File: config.mk
export PLATFORM = sky130hd
export DESIGN_NAME = aoms_sequencer
export DESIGN_NICKNAME = d
export VERILOG_FILES = /design/src/aoms_pkg.sv /design/src/aoms_sequencer.sv
export SDC_FILE = /design/constraint.sdc
export NUM_CORES = 1
export LEC_CHECK = 0
export BUFFER_PORTS_ARGS = -buffer_cell sky130_fd_sc_hd__clkbuf_2
export CAP_MARGIN = 20
export CORE_UTILIZATION = 56
export DETAILED_ROUTE_END_ITERATION = 8
export PLACE_DENSITY_LB_ADDON = 0.12
export SYNTH_ARGS = -nofsm -noshare
export SYNTH_HDL_FRONTEND = slang
export SYNTH_SLANG_ARGS = --single-unit
export TNS_END_PERCENT = 100
File: constraint.sdc
create_clock -name mclk_i -period 5.03 [get_ports mclk_i]
set_clock_uncertainty 0.05 [all_clocks]
set_input_delay 1.006 -clock mclk_i [delete_from_list [all_inputs] [get_ports mclk_i]]
set_output_delay 1.006 -clock mclk_i [all_outputs]
set_load 0.02 [all_outputs]
File: src/aoms_pkg.sv
// Constants and carrier types for the converter operation-mode sequencer
package aoms_pkg;

  // Clock rates in kHz and the divider counts derived from them
  localparam int CLK_KHZ = 250000;
  localparam int FAST_KHZ = 4000;
  localparam int SLOW_KHZ = 131;
  localparam int DIV_W = 11;
  localparam logic [DIV_W-1:0] DIV_FAST = DIV_W'(CLK_KHZ / FAST_KHZ);
  localparam logic [DIV_W-1:0] DIV_SLOW = DIV_W'(CLK_KHZ / SLOW_KHZ);

  // Converter clock periods per conversion
  localparam logic [1:0] TICKS_NOCHOP = 2'h2;
  localparam logic [1:0] TICKS_CHOP = 2'h3;

  // Operation mode codes
  typedef enum logic [2:0] {
    MODE_PWRDN = 3'h0,
    MODE_CONT = 3'h1,
    MODE_SINGLE = 3'h2,
    MODE_IDLE = 3'h3,
    MODE_OFFSET = 3'h4,
    MODE_RSVD = 3'h5,
    MODE_ZERO = 3'h6,
    MODE_FULL = 3'h7
  } aoms_mode_e;

  // Register byte offsets
  localparam logic [7:0] OFS_CFG = 8'h00;
  localparam logic [7:0] OFS_STAT = 8'h04;
  localparam logic [7:0] OFS_RES0 = 8'h08;
  localparam logic [7:0] OFS_OFF0 = 8'h10;
  localparam logic [7:0] OFS_GAIN0 = 8'h18;
  localparam logic [7:0] OFS_STRIDE = 8'h04;

  // Field positions
  localparam int CFG_MODE_LSB = 0;
  localparam int CFG_CLKSEL_BIT = 7;
  localparam int CFG_PEN_BIT = 8;
  localparam int CFG_AEN_BIT = 9;
  localparam int CFG_CHOP_BIT = 10;
  localparam int STAT_RDY0_BIT = 0;
  localparam int STAT_CALDONE_BIT = 2;

  // Reset values
  localparam logic [31:0] CFG_RST = 32'h0000_0000;
  localparam logic [31:0] OFF_RST = 32'h0000_0000;
  localparam logic [31:0] GAIN_RST = 32'h0080_0000;

  typedef struct packed {
    logic read;
    logic write;
    logic [7:0] address;
    logic [31:0] writedata;
    logic [3:0] byteenable;
  } aoms_avm_req_s;

  typedef struct packed {
    logic pri_pwr;
    logic aux_pwr;
    logic amp_pwr;
    logic mod_rst;
    logic zero_sel;
    logic conv_tick;
  } aoms_afe_ctl_s;

endpackage

File: src/aoms_sequencer.sv
// Operation-mode sequencer with Avalon-MM register slave for a dual converter pair
//
// Behaviour
// - Mode 000 powers down both converters and the input amplifier.
// - Mode 001 converts repeatedly on every enabled converter until mode changes.
// - Continuous results update result registers only while ready flag is clear.
// - Mode 010 makes each enabled converter perform exactly one conversion.
// - After a single conversion the mode falls back to idle by itself.
// - A conversion lasts two converter clocks, or three with chop enabled.
// - Mode 011 keeps converters powered but holds their modulators in reset.
// - Every calibration ends with an automatic return to idle.
// - Mode 100 calibrates offset against an internal zero-volt input.
// - Calibration runs with the currently programmed settings, chop included.
// - Self-offset calibration settles in the same two or three clocks.
// - Offset calibration result goes into that converter's offset coefficient.
// - Offset calibration end sets calibration-done and ready flags.
// - Mode 110 calibrates zero-scale against the voltage at the pins.
// - Mode 111 calibrates full-scale against the voltage at the pins.
// - Full-scale calibration updates the gain coefficient of each enabled converter.
// - Converter clock is 4 MHz with clock select set, 131 kHz clear.
// - Clearing primary enable powers it down and clears its ready flag.
`timescale 1ns/1ps

module aoms_sequencer #(
  parameter int DW = 24
) (
  // Clock and reset
  input wire logic mclk_i,
  input wire logic rst_i,
  // Avalon-MM slave
  input wire aoms_pkg::aoms_avm_req_s avm_req_i,
  output logic [31:0] avm_readdata_o,
  output logic avm_waitrequest_o,
  // Filtered samples from the modulators
  input wire logic [DW-1:0] pri_sample_i,
  input wire logic [DW-1:0] aux_sample_i,
  // Front-end control
  output aoms_pkg::aoms_afe_ctl_s afe_ctl_o
);

  typedef enum logic [2:0] {
    ST_DOWN = 3'b001,
    ST_HOLD = 3'b010,
    ST_CONV = 3'b100
  } aoms_state_e;

  localparam logic [31-DW:0] PAD = '0;

  function automatic logic [31:0] be_merge(input logic [31:0] old_w,
                                           input logic [31:0] new_w,
                                           input logic [3:0] be);
    logic [31:0] r;
    r = old_w;
    for (int b = 0; b < 4; b++) begin
      if (be[b]) begin
        r[b*8 +: 8] = new_w[b*8 +: 8];
      end
    end
    return r;
  endfunction

  function automatic logic is_cal(input logic [2:0] m);
    return m == aoms_pkg::MODE_OFFSET || m == aoms_pkg::MODE_ZERO ||
           m == aoms_pkg::MODE_FULL;
  endfunction

  function automatic aoms_state_e state_of(input logic [2:0] m);
    aoms_state_e s;
    unique case (m)
      aoms_pkg::MODE_PWRDN: s = ST_DOWN;
      aoms_pkg::MODE_IDLE, aoms_pkg::MODE_RSVD: s = ST_HOLD;
      default: s = ST_CONV;
    endcase
    return s;
  endfunction

  ////////////////////////////////////////////////////////////////////////////
  // Bus slave: one wait state, read data captured in the first cycle
  logic ack_reg;
  logic [31:0] rdata_reg;
  logic req;
  logic wr;
  logic [7:0] addr;
  logic [31:0] wdata;
  logic [3:0] be;

  assign req = avm_req_i.read | avm_req_i.write;
  assign addr = avm_req_i.address;
  assign wdata = avm_req_i.writedata;
  assign be = avm_req_i.byteenable;
  assign wr = avm_req_i.write & ack_reg;
  assign avm_waitrequest_o = req & ~ack_reg;
  assign avm_readdata_o = rdata_reg;

  always_ff @(posedge mclk_i) begin
    if (rst_i) begin
      ack_reg <= 1'b0;
    end else begin
      ack_reg <= req & ~ack_reg;
    end
  end

  ////////////////////////////////////////////////////////////////////////////
  // Configuration
  logic [2:0] mode_reg;
  logic [2:0] mode_next;
  logic clksel_reg;
  logic chop_reg;
  logic [1:0] en_reg;
  logic [31:0] cfg_word;
  logic [31:0] cfg_new;
  logic cfg_wr;
  logic done;

  assign cfg_word = {21'h0, chop_reg, en_reg, clksel_reg, 4'h0, mode_reg};
  assign cfg_wr = wr && addr == aoms_pkg::OFS_CFG;
  assign cfg_new = be_merge(cfg_word, wdata, be);

  // A software write in the same cycle as an automatic fall to idle wins
  always_comb begin
    if (cfg_wr) begin
      mode_next = cfg_new[aoms_pkg::CFG_MODE_LSB +: 3];
    end else if (done && mode_reg != aoms_pkg::MODE_CONT) begin
      mode_next = aoms_pkg::MODE_IDLE;
    end else begin
      mode_next = mode_reg;
    end
  end

  always_ff @(posedge mclk_i) begin
    if (rst_i) begin
      mode_reg <= aoms_pkg::CFG_RST[aoms_pkg::CFG_MODE_LSB +: 3];
      clksel_reg <= aoms_pkg::CFG_RST[aoms_pkg::CFG_CLKSEL_BIT];
      en_reg <= aoms_pkg::CFG_RST[aoms_pkg::CFG_PEN_BIT +: 2];
      chop_reg <= aoms_pkg::CFG_RST[aoms_pkg::CFG_CHOP_BIT];
    end else begin
      mode_reg <= mode_next;
      if (cfg_wr) begin
        clksel_reg <= cfg_new[aoms_pkg::CFG_CLKSEL_BIT];
        en_reg <= cfg_new[aoms_pkg::CFG_PEN_BIT +: 2];
        chop_reg <= cfg_new[aoms_pkg::CFG_CHOP_BIT];
      end
    end
  end

  ////////////////////////////////////////////////////////////////////////////
  // Converter clock divider
  logic [aoms_pkg::DIV_W-1:0] div_cnt_reg;
  logic [aoms_pkg::DIV_W-1:0] div_lim;
  logic tick_reg;

  assign div_lim = (clksel_reg ? aoms_pkg::DIV_FAST : aoms_pkg::DIV_SLOW) - 1'b1;

  always_ff @(posedge mclk_i) begin
    if (rst_i) begin
      div_cnt_reg <= '0;
      tick_reg <= 1'b0;
    end else begin
      tick_reg <= div_cnt_reg >= div_lim;
      div_cnt_reg <= (div_cnt_reg >= div_lim) ? '0 : div_cnt_reg + 1'b1;
    end
  end

  ////////////////////////////////////////////////////////////////////////////
  // Sequencer
  aoms_state_e state_reg;
  logic [1:0] cnt_reg;
  logic [1:0] cnt_last;

  // Calibration keeps the programmed chop choice, so it settles like a conversion
  assign cnt_last = (chop_reg ? aoms_pkg::TICKS_CHOP : aoms_pkg::TICKS_NOCHOP) - 1'b1;
  assign done = state_reg == ST_CONV && tick_reg && cnt_reg == cnt_last;

  always_ff @(posedge mclk_i) begin
    if (rst_i) begin
      state_reg <= ST_DOWN;
    end else begin
      state_reg <= state_of(mode_next);
    end
  end

  // A fresh mode write restarts the conversion from its first clock
  always_ff @(posedge mclk_i) begin
    if (rst_i || state_reg != ST_CONV || cfg_wr) begin
      cnt_reg <= '0;
    end else if (tick_reg) begin
      cnt_reg <= done ? 2'h0 : cnt_reg + 1'b1;
    end
  end

  assign afe_ctl_o.pri_pwr = state_reg != ST_DOWN && en_reg[0];
  assign afe_ctl_o.aux_pwr = state_reg != ST_DOWN && en_reg[1];
  assign afe_ctl_o.amp_pwr = state_reg != ST_DOWN && en_reg[0];
  assign afe_ctl_o.mod_rst = state_reg != ST_CONV;
  assign afe_ctl_o.zero_sel = state_reg == ST_CONV && mode_reg == aoms_pkg::MODE_OFFSET;
  assign afe_ctl_o.conv_tick = state_reg == ST_CONV && tick_reg;

  ////////////////////////////////////////////////////////////////////////////
  // Per-converter results, ready flags and coefficients
  logic [DW-1:0] smp [2];
  logic [DW-1:0] res_reg [2];
  logic [DW-1:0] off_reg [2];
  logic [DW-1:0] gain_reg [2];
  logic [1:0] rdy_reg;
  logic cal_done_reg;
  logic stat_wr;

  assign smp[0] = pri_sample_i;
  assign smp[1] = aux_sample_i;
  assign stat_wr = wr && addr == aoms_pkg::OFS_STAT && be[0];

  for (genvar i = 0; i < 2; i++) begin : g_conv
    localparam logic [7:0] STEP = (i == 0) ? 8'h00 : aoms_pkg::OFS_STRIDE;
    logic hit;
    logic [31:0] off_m;
    logic [31:0] gain_m;
    assign hit = done && en_reg[i];
    assign off_m = be_merge({PAD, off_reg[i]}, wdata, be);
    assign gain_m = be_merge({PAD, gain_reg[i]}, wdata, be);
    always_ff @(posedge mclk_i) begin
      if (rst_i) begin
        res_reg[i] <= '0;
      end else if (hit && (mode_reg == aoms_pkg::MODE_SINGLE ||
                           (mode_reg == aoms_pkg::MODE_CONT && !rdy_reg[i]))) begin
        res_reg[i] <= smp[i];
      end
    end

    // Setting beats a software clear; losing enable clears outright
    always_ff @(posedge mclk_i) begin
      if (rst_i || !en_reg[i]) begin
        rdy_reg[i] <= 1'b0;
      end else if (hit) begin
        rdy_reg[i] <= 1'b1;
      end else if (stat_wr && wdata[aoms_pkg::STAT_RDY0_BIT + i]) begin
        rdy_reg[i] <= 1'b0;
      end
    end

    always_ff @(posedge mclk_i) begin
      if (rst_i) begin
        off_reg[i] <= aoms_pkg::OFF_RST[DW-1:0];
      end else if (hit && (mode_reg == aoms_pkg::MODE_OFFSET ||
                           mode_reg == aoms_pkg::MODE_ZERO)) begin
        off_reg[i] <= smp[i];
      end else if (wr && addr == aoms_pkg::OFS_OFF0 + STEP) begin
        off_reg[i] <= off_m[DW-1:0];
      end
    end

    always_ff @(posedge mclk_i) begin
      if (rst_i) begin
        gain_reg[i] <= aoms_pkg::GAIN_RST[DW-1:0];
      end else if (hit && mode_reg == aoms_pkg::MODE_FULL) begin
        gain_reg[i] <= smp[i];
      end else if (wr && addr == aoms_pkg::OFS_GAIN0 + STEP) begin
        gain_reg[i] <= gain_m[DW-1:0];
      end
    end
  end

  always_ff @(posedge mclk_i) begin
    if (rst_i) begin
      cal_done_reg <= 1'b0;
    end else if (done && is_cal(mode_reg)) begin
      cal_done_reg <= 1'b1;
    end else if (stat_wr && wdata[aoms_pkg::STAT_CALDONE_BIT]) begin
      cal_done_reg <= 1'b0;
    end
  end

  ////////////////////////////////////////////////////////////////////////////
  // Read mux; unmapped offsets read zero
  always_ff @(posedge mclk_i) begin
    if (rst_i) begin
      rdata_reg <= '0;
    end else if (req && !ack_reg) begin
      unique case (addr)
        aoms_pkg::OFS_CFG: rdata_reg <= cfg_word;
        aoms_pkg::OFS_STAT: rdata_reg <= {29'h0, cal_done_reg, rdy_reg};
        aoms_pkg::OFS_RES0: rdata_reg <= {PAD, res_reg[0]};
        aoms_pkg::OFS_RES0 + aoms_pkg::OFS_STRIDE: rdata_reg <= {PAD, res_reg[1]};
        aoms_pkg::OFS_OFF0: rdata_reg <= {PAD, off_reg[0]};
        aoms_pkg::OFS_OFF0 + aoms_pkg::OFS_STRIDE: rdata_reg <= {PAD, off_reg[1]};
        aoms_pkg::OFS_GAIN0: rdata_reg <= {PAD, gain_reg[0]};
        aoms_pkg::OFS_GAIN0 + aoms_pkg::OFS_STRIDE: rdata_reg <= {PAD, gain_reg[1]};
        default: rdata_reg <= '0;
      endcase
    end
  end
endmodule

; Word-level counts from Yosys, hierarchy flattened
; Memory sizes are Yosys's and may differ from the RTL's.
; Cells that the tools add are included.
[totals]
ff_bits = 60
latchBits = 0
ramBits = 144
rom_bits = 0
in_bits = 96
out_inout_bits = 39
wordCells = 176
n_memories = 3
[memory_table]
columns = memory, words, width, rd, rd_clocked_by_memory_dff, write_ports, line_no
row1 = gain_reg, 2, 24, 2, 0, 2, aoms_sequencer.sv:203  ; logic [DW-1:0] gain_reg [2];
row2 = off_reg, 2, 24, 2, 0, 2, aoms_sequencer.sv:202  ; logic [DW-1:0] off_reg [2];
row3 = res_reg, 2, 24, 2, 0, 2, aoms_sequencer.sv:201  ; logic [DW-1:0] res_reg [2];
[classes]
addsub = 4
n_mul = 0
div = 0
magnitude_cmp = 1
eq_ne = 19
shift = 0
muxes = 72
n_bitwise = 14
n_reduce_logical = 50
[op_table]
columns = operator, n
row1 = 24-bit 2-to-1 mux, 10
row2 = 24-bit case mux with 8 select lines, 1
row3 = 8-bit 2-to-1 mux, 12
row4 = 1-bit 2-to-1 mux, 43
row5 = 8-bit by 5-bit equality test with 1-bit output (second input constant), 4
row6 = 1-bit logical AND, 28
row7 = 8-bit by 4-bit equality test with 1-bit output (second input constant), 2
row8 = 3-bit equality test (second input constant), 5
row9 = 11-bit by 1-bit adder with 11-bit output (second input constant), 1
row10 = 11-bit greater-or-equal comparator, 1
row11 = 11-bit 2-to-1 mux, 1
row12 = 1-bit bitwise OR, 11
row13 = 11-bit by 1-bit subtractor with 11-bit output (second input constant), 1
row14 = 3-bit 2-to-1 mux, 3
row15 = 8-bit by 3-bit equality test with 1-bit output (second input constant), 1
row16 = 8-bit zero test, 1
row17 = 1-bit logical OR, 8
row18 = 3-bit by 2-bit equality test with 1-bit output (second input constant), 2
row19 = 3-bit by 1-bit != test with 1-bit output (second input constant), 2
row20 = 3-bit case mux with 2 select lines, 1
row21 = 2-bit nonzero test, 3
row22 = 1-bit zero test, 5
row23 = 2-bit AND reduction, 2
row24 = 2-bit OR reduction, 2
row25 = other kinds (9), 10

; Logic depth before layout (Yosys ltp)
; Gate-level depths: netlist of run 1.
[logic_depth]
word_depth = 11
mapped_depth = 8
depth_no_buf = 7

; Least setup slack after synthesis of run 1
; Ideal clock, no wire load.
[synth_timing]
path_type = register -> register
startpoint = reg state_reg[0]
endpoint = mem res_reg[0][0], enable pin
setup_ps = 473
t_arrival_ps = 3661
t_required_ps = 4507
slack_ps = 846
path_stages_with_launch = 5
n_path_buf = 1
synth_period_minus_slack_ps = 4184
path_cell_list = dfxtp_1 -> and4bb_2 -> o21ai_2 -> clkbuf_1 -> o41ai_1
[synth_lines]
columns = item, line_no
row1 = start: declaration, aoms_sequencer.sv:166  ; aoms_state_e state_reg;
row2 = start signal: assignment, aoms_sequencer.sv:178  ; state_reg <= state_of(mode_next);
row3 = end: declaration, aoms_sequencer.sv:201

==> impl_metrics.tcl, run 1 <==
set metrics [dict create \
    fin_cells 1061 \
    fmax_ghz 0.279 \
    syn_to_final_growth_pct 15.4 \
    track_usage_pct 33.1 \
    start_util_pct 58.3 \
    grt_max_degree 31 \
    yosysWarnings 0 \
    hpwl_mm 16.8 \
    worst-path-stages 7 \
    vdd.ir_drop.worst_uv 270 \
    clock_sink_count 196 \
    synthArstFlopShare_pct 0 \
    drt_iter0_markers 909 \
    maxCapViolations 0 \
    routedWlPerCell_um 25.3 \
    vias_per_cell 6.71 \
    port_buffers 117 \
    place_congestion 0.911 \
    multi_input_area_mm2 0.00344 \
    fill_cells 1150 \
    slew_headroom_pct 22.6 \
    pin_count 135 \
    hold_path_class "register to register" \
    drv_slew 0 \
    yosysSeqAreaShare_pct 59.6 \
    dp_cells 1029 \
    finalCritPeriodShare_pct 71.3 \
    postCtsHoldBufs 0 \
    syn_area_mm2 0.00900 \
    cts_setup_buffers 0 \
    reg2reg_slack_ns 1.44 \
    vias 7124 \
    final_common_cell "edfxtp_1" \
    fin_nets 941 \
    crit_start "chop_reg" \
    synth_top_cell_by_area "edfxtp_1" \
    rows 45 \
    crit_required_ns 5.16 \
    die_area_mm2 0.0166 \
    ys.flop_type "edfxtp_1" \
    cts_inserted_buffers 17 \
    netlist.area_leader.share_pct 48.1 \
    status "finished clean" \
    worstSetupPathType "register to register" \
    cts_buffer_depth 2 \
    drc_errors 0 \
    powerDensity_mw_per_mm2 316 \
    p_leak_uw 0.00396 \
    regArea_mm2 0.00537 \
    critPathLaunchType "register" \
    dieHeight_um 129 \
    tritoncts "done" \
    netlist_top_cells_area "edfxtp_1 48%, dfxtp_1 12%, a22o_1 9.3%, a22oi_1 4.8%, and2_1 3.5%" \
    cts.clk_slew.worst_paths_ns 0.07 \
    crit_chain "and3b_1 > o21ai_2 > nor2_1 > a21oi_1 > nor3b_2 > buf_12 > a21oi_1" \
    cp_max_fo 19 \
    crit_slowest_cell "nor3b_2" \
    grt_pass1_wl_mm 39.4 \
    synth_area_per_cell_um2 12.2 \
    r2r-end "gain_reg[1][23]" \
    core_mm2 0.0154 \
    synth_edf_count 144 \
    antenna_found_initial 0 \
    drive_above_1_share_pct 22.7 \
    critPathBufInv 1 \
    grt_overflow 0 \
    drt-total-wl_mm 26.9 \
    crit_arrival_ns 3.72 \
    insertion_delay_ns 0.44 \
    ys_ff_latch 196 \
    r2r_start "chop_reg" \
    slowest_delay_ns 0.94 \
    post-route-min-period_ns 3.59 \
    setup.worst_path.end "gain_reg[1][23]" \
    tns_ns 0 \
    setup_viol 0 \
    cts_root_buffer "clkbuf_16" \
    dr.pass1.iters 7 \
    layout_common_cells "144 x edfxtp_1, 117 x clkbuf_2, 96 x a22o_1" \
    path_delay_family "simple AND/OR/NAND/NOR gates" \
    ctsResizeCount 0 \
    crit_top_cell "a21oi_1" \
    grt_pass1_vias 6877 \
    rsz0062_at_grt "false" \
    syn_inst 736 \
    cts_max_level 4 \
    end_kind "register" \
    synthDistinctLibCells 62 \
    antennaDiodeCount 0 \
    die_w_um 129 \
    reg2reg_depth 7 \
    worstMarginPinSlew_ns 1.16 \
    hold_viol_final 0 \
    ant_nets 0 \
]
-- area by class of cell --
| class | instances | area share (%) |
|---|---|---|
| clock buffers | 19 | 4.17 |
| inverters | 6 | 0.217 |
| multi-input cells | 482 | 33.1 |
| repair buffers | 134 | 6.99 |
| well taps | 211 | 2.54 |
| flip-flops and latches | 196 | 51.7 |
| clock inverters | 13 | 1.29 |
-- cells in the mapped netlist, drive strengths merged (8+ instances only) --
cell type and number:
nor2 24, nand3 16, a21oi 19, and2 52
edfxtp 144, a22o 96, nor4 12, nand2 42
clkbuf 34, buf 25, nor3 21, a22oi 58
o21ai 12, ha 8, a31oi 17, a21o 21
a221oi 9, dfxtp 52
-- per-layer routing --
layer	GRT usage (%)	vias up	wire, um
met1	43.6	3465	10500
met5	0	-	0
met2	52.6	512	12800
met4	12.5	0	634
met3	8.90	62	3020
li1	-	3085	-
-- worst register-to-register path: stages, from the launching register on --
cell	delay [ns]
dfxtp_1	0.39
and3b_1	0.22
o21ai_2	0.78
nor2_1	0.28
a21oi_1	0.31
nor3b_2	0.94
buf_12	0.26
a21oi_1	0.08
-- how the worst min path moves through the flow --
| stage | from | to | cells after the start |
|---|---|---|---|
| floorplan | rdy_reg[0] | rdy_reg[0] | 2 |
| global placement | avm_readdata_o[5] | avm_readdata_o[5] | 1 |
| detailed placement | avm_readdata_o[12] | avm_readdata_o[12] | 1 |
| CTS | avm_readdata_o[12] | avm_readdata_o[12] | 1 |
| global route | avm_readdata_o[15] | avm_readdata_o[15] | 1 |
| finish | avm_readdata_o[12] | avm_readdata_o[12] | 1 |
-- stage by stage --
step | instance area [um2] | hold slack [ns] | util (%) | power (uW) | setup slack [ns]
2_1_floorplan | 9020 | 0.399 | - | 1880 | 0.846
3_3_place_gp | 9820 | 0.384 | 63.6 | 1970 | 1.30
3_5_place_dp | 9820 | 0.388 | 63.6 | 1980 | 1.22
4_1_cts | 10400 | 0.403 | 67.3 | 3270 | 1.55
5_1_grt | 10400 | 0.425 | 67.3 | 3360 | 1.35
6_report | 10400 | 0.402 | 67.3 | 3280 | 1.44
-- power by group --
| group | total (uW) | leakage [uW] | switching [uW] | internal [uW] |
|---|---|---|---|---|
| Clock | 1330 | 0.000280 | 603 | 732 |
| Sequential | 1780 | 0.00190 | 15.4 | 1770 |
| Combinational | 161 | 0.00178 | 116 | 44.1 |
| Total | 3280 | 0.00396 | 734 | 2550 |
-- cells by family (layout without fill, tap and decap cells) --
family | Yosys count | in the layout | synth area share (%)
muxes | 7 | 7 | 0.793
buffers and inverters | 65 | 172 | 3.35
adders and majority gates | 8 | 8 | 1.11
AOI/OAI and AO/OA | 255 | 255 | 22.1
and+or+nand+nor | 193 | 193 | 11.9
other | 1 | 8 | 0.0417
xor gates and xnor gates | 11 | 11 | 1.07
DFF | 196 | 196 | 59.6
(Power assumes the default switching activity.)
==> run 2: changes to the inputs <==
==> constraint.sdc (replaced) <==
create_clock -name mclk_i -period 3.7 [get_ports mclk_i]
set_clock_uncertainty 0.05 [all_clocks]
set_input_delay 0.74 -clock mclk_i [delete_from_list [all_inputs] [get_ports mclk_i]]
set_output_delay 0.74 -clock mclk_i [all_outputs]
set_load 0.02 [all_outputs]
==> impl_metrics.tcl, run 2 (synthesis results as in run 1) <==
set metrics [dict create \
    crit_arrival_ns 2.73 \
    fmax_ghz 0.369 \
    setup_viol 0 \
    fin_nets 958 \
    grt_pass1_vias 6999 \
    cts_buffer_depth 2 \
    hpwl_mm 17.0 \
    r2r_start "chop_reg" \
    critPathBufInv 1 \
    grt_pass1_wl_mm 39.9 \
    syn_to_final_growth_pct 16.9 \
    fill_cells 1202 \
    pin_count 135 \
    setup_slack_ns 0.989 \
    combPwrFrac_pct 5.0 \
    grt_use_met1_pct 45.0 \
    maxCapViolations 0 \
    grt-busiest-layer "met2" \
    dieHeight_um 129 \
    drive_above_1_share_pct 24.2 \
    grt_util_met2_pct 55.0 \
    insertion_delay_ns 0.43 \
    hp-start "avm_readdata_o[8]" \
    vias 7135 \
    status "finished clean" \
    cts_max_level 4 \
    final_common_cell "edfxtp_1" \
    drt_iter0_markers 910 \
    switching_share_pct 23.4 \
    crit_start "avm_req_i[41]" \
    dr.pass1.iters 7 \
    antennaDiodeCount 0 \
    worstMarginPinSlew_ns 0.994 \
    drv_slew 0 \
    p_seq_share_pct 54.4 \
    slowest_delay_ns 0.57 \
    antenna_found_initial 0 \
    ctsResizeCount 0 \
    grt_max_degree 30 \
    design_area_mm2 0.0105 \
    core_mm2 0.0154 \
    rows 45 \
    tritoncts "done" \
    drc_errors 0 \
    dpl_cell_area_mm2 0.00994 \
    end_kind "register" \
    finalCritPeriodShare_pct 73.3 \
    place_congestion 0.927 \
    cts_inserted_buffers 17 \
    ant_nets 0 \
    vdd.ir_drop.worst_uv 289 \
    drt-total-wl_mm 26.6 \
    rsz0062_at_grt "false" \
    crit_chain "clkbuf_2 > nor3_1 > and3_2 > nand3_1 > o21ai_0 > o21a_1" \
    critPathLaunchType "primary input" \
    layout_common_cells "144 x edfxtp_1, 117 x clkbuf_2, 96 x a22o_1" \
    powerDensity_mw_per_mm2 424 \
    internal-power_uw 3420 \
    die_w_um 129 \
    hold_viol_final 0 \
    cp_max_fo 10 \
    switchingPower_uw 1040 \
    clockPowerShare_pct 40.7 \
    crit_required_ns 3.72 \
    path_delay_family "simple AND/OR/NAND/NOR gates" \
    postCtsHoldBufs 0 \
    die_area_mm2 0.0166 \
    grt_use_met3_pct 5.74 \
    start_util_pct 58.3 \
    pre_cts_ws_ns 0.607 \
    routedWlPerCell_um 24.6 \
    track_usage_pct 33.6 \
    clock_sink_count 196 \
    grt_overflow 0 \
    port_buffers 117 \
    cts.clk_slew.worst_paths_ns 0.07 \
    p_leak_uw 0.00405 \
    cts_root_buffer "clkbuf_16" \
    post-route-min-period_ns 2.71 \
    cts_setup_buffers 0 \
    vias_per_cell 6.62 \
    worstSetupPathType "primary input to register" \
    hold_path_class "register to register" \
    slew_headroom_pct 33.0 \
    crit_slowest_cell "o21a_1" \
]
## run 2: cell types whose count changed in the layout (fill, tap and decap cells not counted), moves of 2 or more
cell        before  now
buf_4           16   31
a21boi_2         0    3
a21boi_4         3    0
clkinv_2         5    2
buf_12           1    3
clkinvlp_4       1    3
inv_8            1    3
nor2_1          20   22
nor2_2           4    2
## run 2: final timing paths
path | endpoint | slack [ns] | cells after the start
worst max register to register | gain_reg[1][23] | 1.00 | 7
worst min-delay path | avm_readdata_o[8] | 0.40 | 2
worst max-delay path | gain_reg[1][9] | 0.99 | 6
worst min register to register | avm_readdata_o[8] | 0.40 | 2
## run 2: final cells by class
type | instances | area [um2] | share of cell area [%]
sequential | 196 | 5370 | 51.0
multi-input combinational | 482 | 3410 | 32.4
timing repair buffer | 151 | 878 | 8.35
clock buffer | 18 | 429 | 4.08
tap | 211 | 264 | 2.51
clock inverter | 14 | 148 | 1.40
inverter | 6 | 22.5 | 0.214
## run 2: stage by stage
step	hold WS (ns)	util, %	std cells	setup TNS, ns	total power, uW
2_1_floorplan	0.399	-	743	-23.23	2560
3_3_place_gp	0.384	64.5	1046	0	2680
3_5_place_dp	0.389	64.5	1046	0	2690
4_1_cts	0.406	68.2	1078	0	4460
5_1_grt	0.422	68.2	1078	0	4570
6_report	0.401	68.2	1078	0	4460
## run 2: power by group through the flow
stage          Sequential [uW]  Combinational (uW)  Clock, uW
6_report                  2420                 221       1810
5_1_grt                   2430                 233       1910
4_1_cts                   2420                 216       1820
3_5_place_dp              2470                 215          0
3_3_place_gp              2470                 210          0
2_1_floorplan             2470                91.6          0
## run 2: worst register-to-register path, delay by kind of cell, from the launching register on
family	cells	cell delay (ns)
buf+inv	1	0.25
compound gates	3	0.84
flops	1	0.40
simple gates	3	0.92
## run 2: per-layer routing
metal  share of wire (%)  vias to the layer above  routed length, um
li1                    -                     3120                  -
met1                  40                     3513              10500
met2                  48                      450              12900
met3                 9.6                       52               2560
met4                 2.4                        0                643
met5                   0                        -                  0
==> run 3: changes to the inputs <==
--- a/config.mk
+++ b/config.mk
@@ -5,9 +5,10 @@
 export SDC_FILE = /design/constraint.sdc
 export NUM_CORES = 1
 export LEC_CHECK = 0
+export ABC_AREA = 1
 export BUFFER_PORTS_ARGS = -buffer_cell sky130_fd_sc_hd__clkbuf_2
 export CAP_MARGIN = 20
-export CORE_UTILIZATION = 56
+export CORE_UTILIZATION = 52
 export DETAILED_ROUTE_END_ITERATION = 8
 export PLACE_DENSITY_LB_ADDON = 0.12
 export SYNTH_ARGS = -nofsm -noshare
==> constraint.sdc (replaced) <==
create_clock -name mclk_i -period 2.2 [get_ports mclk_i]
set_clock_uncertainty 0.05 [all_clocks]
set_input_delay 0.44 -clock mclk_i [delete_from_list [all_inputs] [get_ports mclk_i]]
set_output_delay 0.44 -clock mclk_i [all_outputs]
set_load 0.02 [all_outputs]
==> impl_metrics.tcl, run 3 <==
set metrics [dict create \
    status "finished clean" \
    ys_ff_latch 196 \
    vias_per_cell 5.65 \
    drc_errors 0 \
    port_buffers 117 \
    powerDensity_mw_per_mm2 666 \
    grt_max_degree 53 \
    ys.flop_type "edfxtp_1" \
    netlist.area_leader.share_pct 43.8 \
    start_util_pct 52.9 \
    ant_nets 0 \
    internal-power_uw 5850 \
    drv_slew 0 \
    ctsResizeCount 0 \
    syn_inst 1141 \
    postCtsHoldBufs 0 \
    synth_edf_count 144 \
    cp_max_fo 8 \
    dp_cells 1479 \
    r2r-end "gain_reg[1][15]" \
    hold_viol_final 0 \
    final_common_cell "nand3_1" \
    synthDistinctLibCells 35 \
    rsz0062_at_grt "false" \
    p_leak_uw 0.00508 \
    setup_viol 0 \
    combPwrFrac_pct 6.2 \
    cts_setup_buffers 0 \
    antennaDiodeCount 0 \
    hpwl_mm 19.4 \
    synth_top_cell_by_area "edfxtp_1" \
    fin_cells 1511 \
    vdd.ir_drop.worst_uv 513 \
    finalCritPeriodShare_pct 93.9 \
    yosysMostFrequentCell "nand3_1" \
    grt_pass1_wl_mm 42.7 \
    insertion_delay_ns 0.44 \
    switchingPower_uw 1760 \
    layout_common_cells "213 x nand3_1, 195 x nand2_1, 144 x edfxtp_1" \
    drive_above_1_share_pct 17.3 \
    synthArstFlopShare_pct 0 \
    antenna_found_initial 0 \
    cts.clk_slew.worst_paths_ns 0.07 \
    cts_root_buffer "clkbuf_16" \
    fin_nets 1368 \
    hold_path_class "primary input to register" \
    routedWlPerCell_um 18.4 \
    yosysWarnings 0 \
    min_to "avm_readdata_o[10]" \
    core_mm2 0.0186 \
    end_kind "register" \
    cts_max_level 4 \
    crit_required_ns 2.41 \
    clockPowerShare_pct 40.3 \
    grt_overflow 0 \
    synth_common_cells "213 x nand3_1, 195 x nand2_1, 144 x edfxtp_1" \
    grt_pass1_vias 7620 \
    reg2reg_slack_ns 0.13 \
    hp-start "avm_req_i[37]" \
    vias 8543 \
    fmax_ghz 0.484 \
    clock_sink_count 196 \
    r2r_start "cnt_reg[0]" \
    critPathLaunchType "register" \
    drt_iter0_markers 841 \
    p_seq_share_pct 53.5 \
    die_area_mm2 0.0195 \
    syn_to_final_growth_pct 15.8 \
    syn_area_mm2 0.00986 \
    pin_count 135 \
    track_usage_pct 29.1 \
    switching_share_pct 23.1 \
    reg2reg_depth 10 \
    die_w_um 140 \
    yosysSeqAreaShare_pct 54.4 \
    synth_area_per_cell_um2 8.65 \
    tritoncts "done" \
    crit_arrival_ns 2.27 \
    cts_buffer_depth 2 \
    worstSetupPathType "register to register" \
    fill_cells 1640 \
    cts_inserted_buffers 17 \
    drt-total-wl_mm 27.9 \
    power_uw 7610 \
    post-route-min-period_ns 2.07 \
    maxCapViolations 0 \
    netlist_top_cells_area "edfxtp_1 44%, nand3_1 11%, dfxtp_1 11%, nand2_1 7.4%, nor2_1 4.8%" \
    hold_path_depth 4 \
    place_congestion 0.884 \
    dr.pass1.iters 5 \
    rows 50 \
    dieHeight_um 140 \
]
-- run 3: through the flow --
step	utilization [%]	hold WS [ns]	setup WS, ns	instance area [um2]	setup TNS, ns
final	61.3	0.241	0.133	11400	0
after global routing	61.3	0.255	0.0247	11400	0
after CTS	61.3	0.240	0.176	11400	0
after detailed placement	58.2	0.383	0.0444	10900	0
after global placement	58.2	0.389	0.0965	10900	0
after floorplan	-	0.371	-0.278	9890	-6.66
-- run 3: worst max path at each step --
stage	start	endpoint	cells past startpoint
global route	cnt_reg[0]	gain_reg[0][23]	10
detailed placement	avm_req_i[37]	gain_reg[1][9]	7
floorplan	avm_req_i[41]	gain_reg[1][0]	6
CTS	cnt_reg[0]	gain_reg[1][15]	10
global placement	avm_req_i[37]	gain_reg[1][9]	7
finish	cnt_reg[0]	gain_reg[1][15]	10
-- run 3: power by group through the flow --
stage                     sequential [uW]  clock, uW  combinational (uW)
after floorplan                      4140          0                 236
after global placement               4150          0                 466
after detailed placement             4150          0                 469
after CTS                            4070       3100                 471
after global routing                 4070       3220                 512
final                                4070       3070                 472
-- run 3: kinds of logic after synthesis --
kind of cell,share of synthesized area (%)
XOR/XNOR,0.799
other,0.0380
flip-flops,54.4
adder cells (fa/ha/maj),1.01
AO/OA/AOI/OAI,9.15
AND/OR/NAND/NOR,25.4
buffers and inverters,9.20
-- run 3: worst max-delay path, cell delays in order (launching register included) --
cell and delay (ns):
dfxtp_1 0.34, nand2_1 0.09, nand2_1 0.06, nor2_1 0.20, nand2_4 0.17, nor2_8 0.16, nand2_4 0.09, nor2_4 0.27
buf_4 0.23, nand3_1 0.09, o21ai_0 0.12
-- run 3: layout make-up --
type | count | area (um2) | area share (%)
clock inverters | 9 | 95.1 | 0.832
clock buffers | 23 | 479 | 4.19
flip-flops and latches | 196 | 5370 | 47.0
repair buffers | 175 | 1080 | 9.48
inverters | 125 | 469 | 4.11
well taps | 234 | 293 | 2.56
multi-input cells | 749 | 3640 | 31.9
-- run 3: per-layer routing --
| metal | vias to the layer above | global-route usage, % | wire (um) |
|---|---|---|---|
| met2 | 432 | 45.2 | 12700 |
| met1 | 3942 | 41.0 | 12100 |
| met4 | 0 | 11.0 | 673 |
| met3 | 58 | 4.71 | 2350 |
| met5 | - | 0 | 0 |
| li1 | 4111 | - | - |
